<file path="src/pkg/phy_mgmt_defs.svh">
`ifndef PHY_MGMT_DEFS_SVH
`define PHY_MGMT_DEFS_SVH

// register addresses on the management link
`define REG_GIGABIT_CONTROL      5'h09
`define REG_GIGABIT_STATUS       5'h0A
`define REG_EXTENDED_ABILITY     5'h0F
`define REG_PHY_SPECIFIC_CONTROL 5'h10

// gigabit control word fields
`define GC_ADV_HD_BIT            8
`define GC_ADV_FD_BIT            9
`define GC_PORT_TYPE_BIT         10
`define GC_CFG_VALUE_BIT         11
`define GC_MANUAL_EN_BIT         12
`define GC_TEST_LSB              13
`define GC_TEST_MSB              15
`define GC_LOW_RESERVED          8'h00

// gigabit control reset values: hardware and software
`define GC_ADV_HW_RESET          1'h1
`define GC_ADV_SW_RESET          1'h0
`define GC_PORT_HW_RESET         1'h1
`define GC_PORT_SW_RESET         1'h0
`define GC_CFG_RESET             1'h0
`define GC_MANUAL_RESET          1'h0
`define GC_TEST_RESET            3'h0

// gigabit status word fields
`define IDLE_COUNT_RESET         8'h00
`define IDLE_COUNT_ONE           8'h01
`define IDLE_COUNT_MAX           8'hFF
`define GS_RESERVED_BITS         2'h0

// extended ability word: 1000-T half/full able, 1000-X not able
`define EA_T_ABILITY             2'h3
`define EA_X_ABILITY             2'h0
`define EA_RESERVED              12'h000

// phy specific control: skew selects
`define PS_RX_SKEW_BIT           0
`define PS_TX_SKEW_BIT           1
`define PS_RESERVED              14'h0000

// management frame
`define MF_PREAMBLE_ONES         6'h20
`define MF_OP_READ               2'h2
`define MF_OP_WRITE              2'h1
`define MF_OP_BITS               5'h01
`define MF_ADDR_BITS             5'h09
`define MF_TA_BITS               5'h01
`define MF_DATA_BITS             5'h0F
`define MF_TA_DRIVE              1'h0

// cycles after reset release before straps are taken
`define STRAP_SETTLE             2'h3

`endif

</file>
<file path="src/pkg/phy_mgmt_pkg.sv">
package phy_mgmt_pkg;

    typedef enum logic [2:0] {
        F_PREAMBLE,
        F_START,
        F_OPCODE,
        F_ADDRESS,
        F_TURNAROUND,
        F_DATA
    } frame_state_t;

endpackage

</file>
<file path="src/pkg/pin_sample_if.sv">
`timescale 1ns/10ps
interface pin_sample_if;
    logic mdc_rise;
    logic mdio_bit;
    logic rx_strap;
    logic tx_strap;

    modport sampler (
        output mdc_rise,
        output mdio_bit,
        output rx_strap,
        output tx_strap
    );
    modport bank (
        input  mdc_rise,
        input  mdio_bit,
        input  rx_strap,
        input  tx_strap
    );
endinterface

</file>
<file path="src/rtl/gigabit_phy_mgmt_registers.sv">
`timescale 1ns/10ps
`include "phy_mgmt_defs.svh"
module gigabit_phy_mgmt_registers
    import phy_mgmt_pkg::*;
#(
    parameter logic [4:0] PHY_ADDRESS = 5'h01
) (
    input  wire logic       clock,
    input  wire logic       rst,
    input  wire logic       mdc,
    input  wire logic       mdio_in,
    output logic            mdio_out,
    output logic            mdio_oe,
    input  wire logic       rx_skew_strap,
    input  wire logic       tx_skew_strap,
    input  wire logic       soft_reset,
    input  wire logic       lp_1000_half,
    input  wire logic       lp_1000_full,
    input  wire logic       remote_rx_ok,
    input  wire logic       local_rx_ok,
    input  wire logic       resolved_master,
    input  wire logic       ms_fault_event,
    input  wire logic       idle_error_event,
    output logic            adv_1000_half,
    output logic            adv_1000_full,
    output logic            port_type_multi,
    output logic            manual_ms_enable,
    output logic            forced_master,
    output logic [2:0]      test_mode,
    output logic            rx_clock_skew_select,
    output logic            tx_clock_skew_select
);
    pin_sample_if smp ();

    pin_sampler u_sampler (
        .clock         (clock),
        .rst           (rst),
        .mdc           (mdc),
        .mdio_in       (mdio_in),
        .rx_skew_strap (rx_skew_strap),
        .tx_skew_strap (tx_skew_strap),
        .smp           (smp)
    );

    frame_state_t state_q;
    logic [5:0]   ones_q;
    logic [4:0]   cnt_q;
    logic [15:0]  shift_q;
    logic [1:0]   op_q;
    logic [9:0]   addr_q;
    logic [15:0]  rdata_q;
    logic         hit_q;
    logic         cfg_value_q;
    logic [7:0]   idle_count_q;
    logic         lp_half_q;
    logic         lp_full_q;
    logic         remote_ok_q;
    logic         local_ok_q;
    logic         master_q;
    logic         fault_q;
    logic [1:0]   strap_wait_q;
    logic         wr_pulse;
    logic         rd_pulse;
    logic [4:0]   frame_reg;
    logic         frame_hit;
    logic [15:0]  wdata;

    function automatic logic [15:0] read_word(input logic [4:0] regad);
        logic [15:0] w;
        w = 16'h0000;
        unique case (regad)
            `REG_GIGABIT_CONTROL:
                w = {test_mode, manual_ms_enable, cfg_value_q, port_type_multi,
                     adv_1000_full, adv_1000_half, `GC_LOW_RESERVED};
            `REG_GIGABIT_STATUS:
                w = {fault_q, master_q, local_ok_q, remote_ok_q, lp_full_q, lp_half_q,
                     `GS_RESERVED_BITS, idle_count_q};
            `REG_EXTENDED_ABILITY:
                w = {`EA_X_ABILITY, `EA_T_ABILITY, `EA_RESERVED};
            `REG_PHY_SPECIFIC_CONTROL:
                w = {`PS_RESERVED, tx_clock_skew_select, rx_clock_skew_select};
            default:
                w = 16'h0000;
        endcase
        return w;
    endfunction

    assign frame_reg = {addr_q[3:0], smp.mdio_bit};
    assign frame_hit = ({addr_q[8:4]} == PHY_ADDRESS);
    assign wdata     = {shift_q[14:0], smp.mdio_bit};
    assign rd_pulse  = smp.mdc_rise && state_q == F_ADDRESS && cnt_q == `MF_ADDR_BITS
                       && op_q == `MF_OP_READ && frame_hit;
    assign wr_pulse  = smp.mdc_rise && state_q == F_DATA && cnt_q == `MF_DATA_BITS
                       && op_q == `MF_OP_WRITE && hit_q;

    // management frame sequencing
    always_ff @(posedge clock) begin
        if (rst) begin
            state_q <= F_PREAMBLE;
            ones_q  <= 6'h00;
            cnt_q   <= 5'h00;
            shift_q <= 16'h0000;
            op_q    <= 2'h0;
            addr_q  <= 10'h000;
            hit_q   <= 1'b0;
            rdata_q <= 16'h0000;
        end else if (smp.mdc_rise) begin
            unique case (state_q)
                F_PREAMBLE: begin
                    if (smp.mdio_bit) begin
                        if (ones_q != `MF_PREAMBLE_ONES) begin
                            ones_q <= ones_q + 6'h01;
                        end
                    end else if (ones_q == `MF_PREAMBLE_ONES) begin
                        state_q <= F_START;
                    end else begin
                        ones_q <= 6'h00;
                    end
                end
                F_START: begin
                    ones_q <= 6'h00;
                    cnt_q  <= 5'h00;
                    state_q <= smp.mdio_bit ? F_OPCODE : F_PREAMBLE;
                end
                F_OPCODE: begin
                    op_q  <= {op_q[0], smp.mdio_bit};
                    cnt_q <= cnt_q + 5'h01;
                    if (cnt_q == `MF_OP_BITS) begin
                        cnt_q   <= 5'h00;
                        state_q <= ({op_q[0], smp.mdio_bit} == `MF_OP_READ ||
                                    {op_q[0], smp.mdio_bit} == `MF_OP_WRITE)
                                   ? F_ADDRESS : F_PREAMBLE;
                    end
                end
                F_ADDRESS: begin
                    addr_q <= {addr_q[8:0], smp.mdio_bit};
                    cnt_q  <= cnt_q + 5'h01;
                    if (cnt_q == `MF_ADDR_BITS) begin
                        cnt_q   <= 5'h00;
                        hit_q   <= frame_hit;
                        rdata_q <= read_word(frame_reg);
                        state_q <= F_TURNAROUND;
                    end
                end
                F_TURNAROUND: begin
                    cnt_q <= cnt_q + 5'h01;
                    if (cnt_q == `MF_TA_BITS) begin
                        cnt_q   <= 5'h00;
                        shift_q <= rdata_q;
                        state_q <= F_DATA;
                    end
                end
                F_DATA: begin
                    shift_q <= wdata;
                    cnt_q   <= cnt_q + 5'h01;
                    if (cnt_q == `MF_DATA_BITS) begin
                        cnt_q   <= 5'h00;
                        state_q <= F_PREAMBLE;
                    end
                end
            endcase
        end
    end

    // serial data pin drive for reads
    always_ff @(posedge clock) begin
        if (rst) begin
            mdio_out <= 1'b0;
            mdio_oe  <= 1'b0;
        end else if (smp.mdc_rise && hit_q && op_q == `MF_OP_READ) begin
            if (state_q == F_TURNAROUND && cnt_q == 5'h00) begin
                mdio_oe  <= 1'b1;
                mdio_out <= `MF_TA_DRIVE;
            end else if (state_q == F_TURNAROUND) begin
                mdio_out <= rdata_q[15];
            end else if (state_q == F_DATA && cnt_q != `MF_DATA_BITS) begin
                mdio_out <= shift_q[14];
            end else if (state_q == F_DATA) begin
                mdio_oe  <= 1'b0;
                mdio_out <= 1'b0;
            end
        end
    end

    // gigabit control word
    always_ff @(posedge clock) begin
        if (rst) begin
            adv_1000_half    <= `GC_ADV_HW_RESET;
            adv_1000_full    <= `GC_ADV_HW_RESET;
            port_type_multi  <= `GC_PORT_HW_RESET;
            cfg_value_q      <= `GC_CFG_RESET;
            manual_ms_enable <= `GC_MANUAL_RESET;
            test_mode        <= `GC_TEST_RESET;
        end else if (soft_reset) begin
            adv_1000_half    <= `GC_ADV_SW_RESET;
            adv_1000_full    <= `GC_ADV_SW_RESET;
            port_type_multi  <= `GC_PORT_SW_RESET;
            cfg_value_q      <= `GC_CFG_RESET;
            manual_ms_enable <= `GC_MANUAL_RESET;
            test_mode        <= `GC_TEST_RESET;
        end else if (wr_pulse && addr_q[4:0] == `REG_GIGABIT_CONTROL) begin
            adv_1000_half    <= wdata[`GC_ADV_HD_BIT];
            adv_1000_full    <= wdata[`GC_ADV_FD_BIT];
            port_type_multi  <= wdata[`GC_PORT_TYPE_BIT];
            cfg_value_q      <= wdata[`GC_CFG_VALUE_BIT];
            manual_ms_enable <= wdata[`GC_MANUAL_EN_BIT];
            test_mode        <= wdata[`GC_TEST_MSB:`GC_TEST_LSB];
        end
    end

    // forced role only while manual configuration is on
    always_ff @(posedge clock) begin
        if (rst) begin
            forced_master <= 1'b0;
        end else begin
            forced_master <= manual_ms_enable & cfg_value_q;
        end
    end

    // idle error count, saturating, cleared when the status word is read
    always_ff @(posedge clock) begin
        if (rst || soft_reset) begin
            idle_count_q <= `IDLE_COUNT_RESET;
        end else if (rd_pulse && frame_reg == `REG_GIGABIT_STATUS) begin
            idle_count_q <= idle_error_event ? `IDLE_COUNT_ONE : `IDLE_COUNT_RESET;
        end else if (idle_error_event && idle_count_q != `IDLE_COUNT_MAX) begin
            idle_count_q <= idle_count_q + `IDLE_COUNT_ONE;
        end
    end

    // live status bits
    always_ff @(posedge clock) begin
        if (rst || soft_reset) begin
            lp_half_q   <= 1'b0;
            lp_full_q   <= 1'b0;
            remote_ok_q <= 1'b0;
            local_ok_q  <= 1'b0;
            master_q    <= 1'b0;
        end else begin
            lp_half_q   <= lp_1000_half;
            lp_full_q   <= lp_1000_full;
            remote_ok_q <= remote_rx_ok;
            local_ok_q  <= local_rx_ok;
            master_q    <= resolved_master;
        end
    end

    // configuration fault, self-clearing on read, new fault wins
    always_ff @(posedge clock) begin
        if (rst || soft_reset) begin
            fault_q <= 1'b0;
        end else if (ms_fault_event) begin
            fault_q <= 1'b1;
        end else if (rd_pulse && frame_reg == `REG_GIGABIT_STATUS) begin
            fault_q <= 1'b0;
        end
    end

    // skew selects: straps taken after reset release, untouched by software reset
    always_ff @(posedge clock) begin
        if (rst) begin
            strap_wait_q         <= 2'h0;
            rx_clock_skew_select <= 1'b0;
            tx_clock_skew_select <= 1'b0;
        end else if (strap_wait_q != `STRAP_SETTLE) begin
            strap_wait_q <= strap_wait_q + 2'h1;
            if (strap_wait_q + 2'h1 == `STRAP_SETTLE) begin
                rx_clock_skew_select <= smp.rx_strap;
                tx_clock_skew_select <= smp.tx_strap;
            end
        end else if (wr_pulse && addr_q[4:0] == `REG_PHY_SPECIFIC_CONTROL) begin
            rx_clock_skew_select <= wdata[`PS_RX_SKEW_BIT];
            tx_clock_skew_select <= wdata[`PS_TX_SKEW_BIT];
        end
    end
endmodule

</file>
<file path="src/rtl/pin_sampler.sv">
`timescale 1ns/10ps
module pin_sampler #(
    parameter int PINS = 4
) (
    input  wire logic       clock,
    input  wire logic       rst,
    input  wire logic       mdc,
    input  wire logic       mdio_in,
    input  wire logic       rx_skew_strap,
    input  wire logic       tx_skew_strap,
    pin_sample_if.sampler   smp
);
    logic [PINS-1:0] pins;
    logic [PINS-1:0] stage1_q;
    logic [PINS-1:0] stage2_q;
    logic            mdc_prev_q;

    assign pins = {tx_skew_strap, rx_skew_strap, mdio_in, mdc};

    // two-flop synchroniser per pin
    genvar i;
    generate
        for (i = 0; i < PINS; i++) begin : g_sync
            always_ff @(posedge clock) begin
                if (rst) begin
                    stage1_q[i] <= 1'b0;
                    stage2_q[i] <= 1'b0;
                end else begin
                    stage1_q[i] <= pins[i];
                    stage2_q[i] <= stage1_q[i];
                end
            end
        end
    endgenerate

    // rising edge of the management clock
    always_ff @(posedge clock) begin
        if (rst) begin
            mdc_prev_q <= 1'b0;
        end else begin
            mdc_prev_q <= stage2_q[0];
        end
    end

    assign smp.mdc_rise = stage2_q[0] & ~mdc_prev_q;
    assign smp.mdio_bit = stage2_q[1];
    assign smp.rx_strap = stage2_q[2];
    assign smp.tx_strap = stage2_q[3];
endmodule

</file>
<file path="config.mk">
export PLATFORM = sky130hd
export DESIGN_NAME = gigabit_phy_mgmt_registers
export DESIGN_NICKNAME = d
export VERILOG_FILES = /design/src/pkg/phy_mgmt_pkg.sv /design/src/pkg/pin_sample_if.sv /design/src/rtl/gigabit_phy_mgmt_registers.sv /design/src/rtl/pin_sampler.sv
export VERILOG_INCLUDE_DIRS = /design/src /design/src/pkg
export SDC_FILE = /design/constraint.sdc
export NUM_CORES = 1
export LEC_CHECK = 0
export BUFFER_PORTS_ARGS = -buffer_cell sky130_fd_sc_hd__buf_4
export CORE_UTILIZATION = 40
export CTS_CLUSTER_SIZE = 24
export DETAILED_ROUTE_END_ITERATION = 10
export HOLD_SLACK_MARGIN = 0.03
export PLACE_DENSITY_LB_ADDON = 0.12
export RECOVER_POWER = 25
export SYNTH_ARGS = -nofsm -noshare
export SYNTH_HDL_FRONTEND = slang
export SYNTH_HIERARCHICAL = 1
export SYNTH_SLANG_ARGS = --single-unit
export TNS_END_PERCENT = 1
</file>
<file path="constraint.sdc">
create_clock -name clock -period 2.5 [get_ports clock]
set_input_delay 0.125 -clock clock [delete_from_list [all_inputs] [get_ports clock]]
set_output_delay 0.125 -clock clock [all_outputs]
set_load 0.02 [all_outputs]
</file>
## After elaboration in Yosys (flattened, before gate mapping)

Cells that the tools add are included.

| cells by class | value |
|---|---|
| $add $sub $neg | 4 |
| multipliers | 0 |
| div/mod/pow operators | 0 |
| order comparisons | 0 |
| equality and inequality tests | 36 |
| shift-type cells | 0 |
| multiplexer cells | 44 |
| bitwise logic cells | 3 |
| reductions and logical operators | 41 |

Operators by type and width:

| kind | number |
|---|---|
| $pmux W16 S4 | 1 |
| $eq A5 B4 Y1 const B | 6 |
| $pmux W15 S2 | 1 |
| $mux W1 | 22 |
| $pmux W5 S4 | 1 |
| $mux W3 | 6 |
| $mux W6 | 3 |
| $pmux W3 S6 | 1 |
| $logic_and A1 B1 Y1 | 16 |
| $mux W8 | 2 |
| $mux W15 | 1 |
| $mux W5 | 3 |
| $ne A2 B2 Y1 const B | 7 |
| $reduce_bool A2 Y1 | 7 |
| $pmux W6 S2 | 1 |
| $eq A5 B1 Y1 const B | 2 |
| $eq A5 B5 Y1 const B | 2 |
| $reduce_and A2 Y1 | 5 |
| $add A8 B1 Y8 const B | 1 |
| $ne A8 B8 Y1 const B | 1 |
| $reduce_and A4 Y1 | 2 |
| $reduce_bool A4 Y1 | 2 |
| $reduce_and A7 Y1 | 1 |
| $add A6 B1 Y6 const B | 1 |
| 21 further kinds | 33 |

| storage, ports and cells | value |
|---|---|
| flip-flop bits (word level) | 95 |
| latch bits | 0 |
| memory bits (writable) | 0 |
| bits in read-only memories | 0 |
| input port bits | 14 |
| output and inout bits | 12 |
| word-level logic and storage cells | 164 |
| memories kept | 0 |

## Logic depth before layout (Yosys ltp)

| logic depth | value |
|---|---|
| word-level depth | 9 |
| depth in mapped cells | 10 |
| gate-level depth less buffers | 9 |

## Cells and area by module

The synthesis kept the hierarchy.

Modules (own cells, without submodules):

| module | instances | cells each | area an instance (sq um) | sequential area each (sq um) |
|---|---|---|---|---|
| gigabit_phy_mgmt_registers | 1 | 478 | 4027.6 | 1721.7 |
| pin_sampler | 1 | 19 | 242.7 | 180.2 |

## Worst setup path before layout

Ideal clock, no wire load.

| timing path | value |
|---|---|
| kind | reg2reg |
| start | register cnt_q[0] |
| end | register cnt_q[3] |
| library setup time | 0.070 ns |
| arrival | 1.934 ns |
| data required time | 2.430 ns |
| slack | 0.496 ns |
| stages on the path, launching flop included | 10 |
| buffers on the path | 0 |
| clock period less this slack | 2.004 ns |
| path through | dfxtp_1 > ha_1 > nand3_1 > inv_1 > ha_1 > a21oi_1 > o22ai_2 > a21o_4 > or4_1 > a21oi_1 |

| on the way | value |
|---|---|
| longest elaborated chain between the ends | 3 |
| elaborated cells on any way between the ends | 8 |
| classes of those cells | 1 x add/sub; 3 x eq/ne; 4 x mux |

Ends and longest elaborated chain:

| item | line | text |
|---|---|---|
| start: declaration | gigabit_phy_mgmt_registers.sv:47 | `logic [4:0] cnt_q;` |
| start signal: assignment | gigabit_phy_mgmt_registers.sv:127 | `cnt_q <= cnt_q + 5'h01;` |
| start signal: assignment | gigabit_phy_mgmt_registers.sv:137 | `cnt_q <= cnt_q + 5'h01;` |
| start signal: assignment | gigabit_phy_mgmt_registers.sv:146 | `cnt_q <= cnt_q + 5'h01;` |
| $add A5 B1 Y5, or another cell as far along | n/a |  |
| $mux W5, on equally long branches | n/a |  |
| $pmux W5 S4 (*) | gigabit_phy_mgmt_registers.sv:108 | `unique case (state_q)` |

Mark *: on every way between the ends. The rest lies on a longest branch, timed or not.
A chain may end at the register's enable or synchronous reset.

## Worst setup path after layout

Same ends and word-level chain as after synthesis.

==> flow_results.org <==
** Setup path
- Signal arrival time at the worst endpoint :: about 2.5 ns
- Count of buffering cells on the critical path with inverters included :: 1
- Launching point of the worst reg2reg path :: cnt_q[0]
- Crit Reg-Reg Endpoint :: cnt_q[3]
- Crit path max-delay family :: compound AO/OA/AOI/OAI gates
- STA puts the critical path data required time at around 2.8 ns.
- Of all nets on the critical path, the largest fanout is 7.
- STA classifies the critical path endpoint as a flip-flop.
- Counting cells, the worst reg-to-reg path comes to 9.
- The critical path is of the reg -> reg type.
- Stage delay of the slowest cell on the critical path :: ~0.48 ns
- The worst setup path is launched from a flip-flop.
- For flop-to-flop paths, the worst setup slack is approximately 0.25 ns.
- Critical path, cell by cell :: ha_1, nand3_1, inv_1, ha_1, a21oi_1, o22ai_2, a21o_4, or4_1, a21oi_1
- Among all stages on the critical path, the largest delay is contributed by sky130_fd_sc_hd__or4_1.
- Launching element of the worst setup path :: cnt_q[0]

** Placement
- Number of placed instances, taps included :: between 600 and 700
- Total half-perimeter wirelength after legalization and detailed placement :: ~6500 um
- In this run the cell area measured after placement is approximately 4600 um^2.
- Input and output buffers added on the ports amount to 25.
- RePlAce Congestion :: between 0.7 and 0.8

** Global routing
- After global routing the overflow that remains totals 0.
- The number of antenna violations at the first check in global routing is 0.
- First-pass GRT wire length :: about 16000 um
- Vias in the first global route :: ~3300
- Tot GR Track Use :: approximately 18%
- Largest net degree at the start of global routing :: between 50 and 60

** CTS
- Clk Latency, worst-skew pair :: between 0.3 and 0.4 ns
- TritonCTS built the clock tree.
- Clock slew seen by the registers of the worst setup and hold paths :: around 0.09 ns
- Post-CTS Hold Fix Bufs :: 12
- CTS buffer count :: 9
- CTS saw 95 sinks.
- The clock tree synthesis step divided the H-tree into 3 levels.
- The root buffer cell chosen for the clock tree is sky130_fd_sc_hd__clkbuf_8.
- Buffers added to address setup during post-CTS repair amount to 0.
- The longest clock path from root to sink contains 2 buffers.
- CTS resizes :: 0

** Synth
- Cell count after synthesis :: 497
- Number of nets in the synthesized netlist :: around 520
- Part of the Yosys area used for sequential elements :: 44.5%
- For this run, the number of Yosys warnings is 6.
- After synthesis, the share of flip-flops with an asynchronous set or reset is 0%.
- After synthesis, the cell types taking the most area are sky130_fd_sc_hd__dfxtp_1, sky130_fd_sc_hd__nand2_1, sky130_fd_sc_hd__nor2_1.
- In the synthesized netlist, the cells that appear most often are sky130_fd_sc_hd__dfxtp_1, sky130_fd_sc_hd__nand2_1, sky130_fd_sc_hd__nor2_1, sky130_fd_sc_hd__a21oi_1, sky130_fd_sc_hd__nand3_1.
- Portion of synthesized cell area occupied by the leading cell type :: 44.5%
- Counting flops with a built-in enable in the synthesized netlist gives 0.
- In this run the cell area of the synthesized design comes to between 4000 and 5000 um^2.
- In the post-synthesis netlist, the cell with the most instances is sky130_fd_sc_hd__dfxtp_1.
- Synthesis inferred 95 register bits.
- Each instance of the synthesized netlist takes up on average roughly 8.6 um^2.
- Synthesis instantiated 61 different standard cells from the library.
- Among all flip-flop cells after synthesis, the most frequent one is sky130_fd_sc_hd__dfxtp_1.
- The largest total area in the synthesized netlist belongs to sky130_fd_sc_hd__dfxtp_1.

** Floorplanning
- Placeable Area :: between 10000 and 15000 um^2
- Horiz. Die Dim :: between 100 and 150 um
- Die ar. :: approximately 11000 um^2
- 26 I/O pins were placed.
- For this configuration, the core starts out at a cell density of 41.4%.
- Measured along the y axis, the die boundary spans ~110 um.
- Count of standard-cell rows :: 37

** Job
- The tool flagged a number of max-cap violations equal to 0.

** Drt
- Remaining antenna violation count after routing :: 0
- Pre-Repair DR Iteration Count :: 4
- Wire per inst :: about 14 um
- Routed via count divided by cell count :: ~5.2
- After detailed routing, the total wire length is between 9000 and 10000 um.
- Iter 0 DRT Violations :: 141
- The routed layout has between 3000 and 4000 vias.
- For this run, design rule violations remaining after detail routing come to 0.

** Timing
- Part of the cycle the worst path needs :: between 90% and 100%
- Smallest hold slack :: between 0.2 and 0.3 ns
- Final critical-path required period :: about 2.3 ns
- Pins over their slew limit :: 0
- Final hold vios :: 0
- Setup-violating endpoint count in the final report :: 0
- Worst Max-Slew Pin Slew :: between 0.7 and 0.8 ns
- Max-slew headroom :: a little over half
- Across the routed clock network, the largest skew measured is about 0.0097 ns.
- In the final timing run, aggregate negative setup slack is 0 ns.
- Peak Freq :: between 0.4 and 0.5 GHz
- Setup repair after global routing left no endpoint under its margin.

** Pwr
- IR analysis of the VDD net gives a maximum drop of ~320 uV.
- Leakage :: ~1.7 nW
- Pwr Density :: 590 nW/um^2

** Hold path
- Worst Hold Path EP :: rx_clock_skew_select
- In this run the worst hold path is classified as in -> reg.
- Hold Crit Depth :: 2
- Origin of the worst min-delay path :: rst

** Finish
- Leaving out filler cells and counting taps, the final layout contains approximately 670.
- Antenna Cells :: 0
- After the last flow step, the layout net total stands at 550.
- The finished cells cover around 4900 um^2.
- From synthesis to final layout, the design area changed by 14.0%.
- Cells with a size suffix above 1 make up 10.0% of the layout.
- Count of filler cells inserted in the layout :: 1038

** Run status
- Status :: finished, final reports clean
## cell usage in the layout, fill, tap and decap left out, drive strengths merged, types with 14 or more instances in the layout
cell	count
o21ai	14
clkbuf	27
inv	15
nand3	31
a311oi	15
nor2	57
nand2	72
a21oi	33
buf	20
mux2i	16
nor2b	16
dfxtp	95
## flip-flops by register name (all words and copies together), names as in the netlist, 2 cells and up
register and flops:
rdata_q 16, shift_q 15, addr_q 9, idle_count_q 8, ones_q 6, cnt_q 5, u_sampler/stage1_q 4, state_q 3
test_mode 3, op_q 2, strap_wait_q 2
## metal layers
metal	global-route usage, %	routed length, um	up-vias
li1	-	-	1785
met1	24.9	4790	1616
met2	28.8	4320	48
met3	3.40	246	7
met4	5.94	91	0
met5	0	0	-
## how the worst max path moves through the flow
stage                                  to  cells after the start
final                            cnt_q[3]                      9
after detailed placement         cnt_q[3]                      9
after floorplan                  cnt_q[3]                      9
after CTS                        cnt_q[3]                      9
after global placement           cnt_q[3]                      9
after global routing      port_type_multi                     10
## report_power, final
part / switching, mW / internal [mW]
sequential: 0.0197 / 1.54
clock: 0.512 / 0.659
combinational: 0.0752 / 0.0684
total: 0.607 / 2.27
## cell type report
type                    count  area [um^2]  area share, %
inverters                  15         56.3           1.16
repair buffers             48          345           7.09
flip-flops and latches     95         1900           39.1
clock buffers              11          131           2.70
multi-input cells         357         2170           44.5
well taps                 136          170           3.50
clock inverters             4         95.1           1.95
## kinds of logic after synthesis
group	Yosys count	share of synthesized area, %
AOI/OAI and AO/OA	96	15.5
buffers and inverters	45	4.69
DFF	95	44.5
adders and majority gates	10	2.93
and+or+nand+nor	219	25.2
xor gates and xnor gates	14	2.87
muxes	18	4.28
## through the flow
stage	utilization [%]	total power [mW]	worst slack, ns
final	47.2	2.87	0.250
after detailed placement	44.2	1.73	0.279
after CTS	47.6	2.91	0.243
after global placement	44.2	1.73	0.363
after floorplan	-	1.68	0.496
after global routing	47.2	2.98	0.0345
Note: power is estimated with default switching activity, not from simulation.
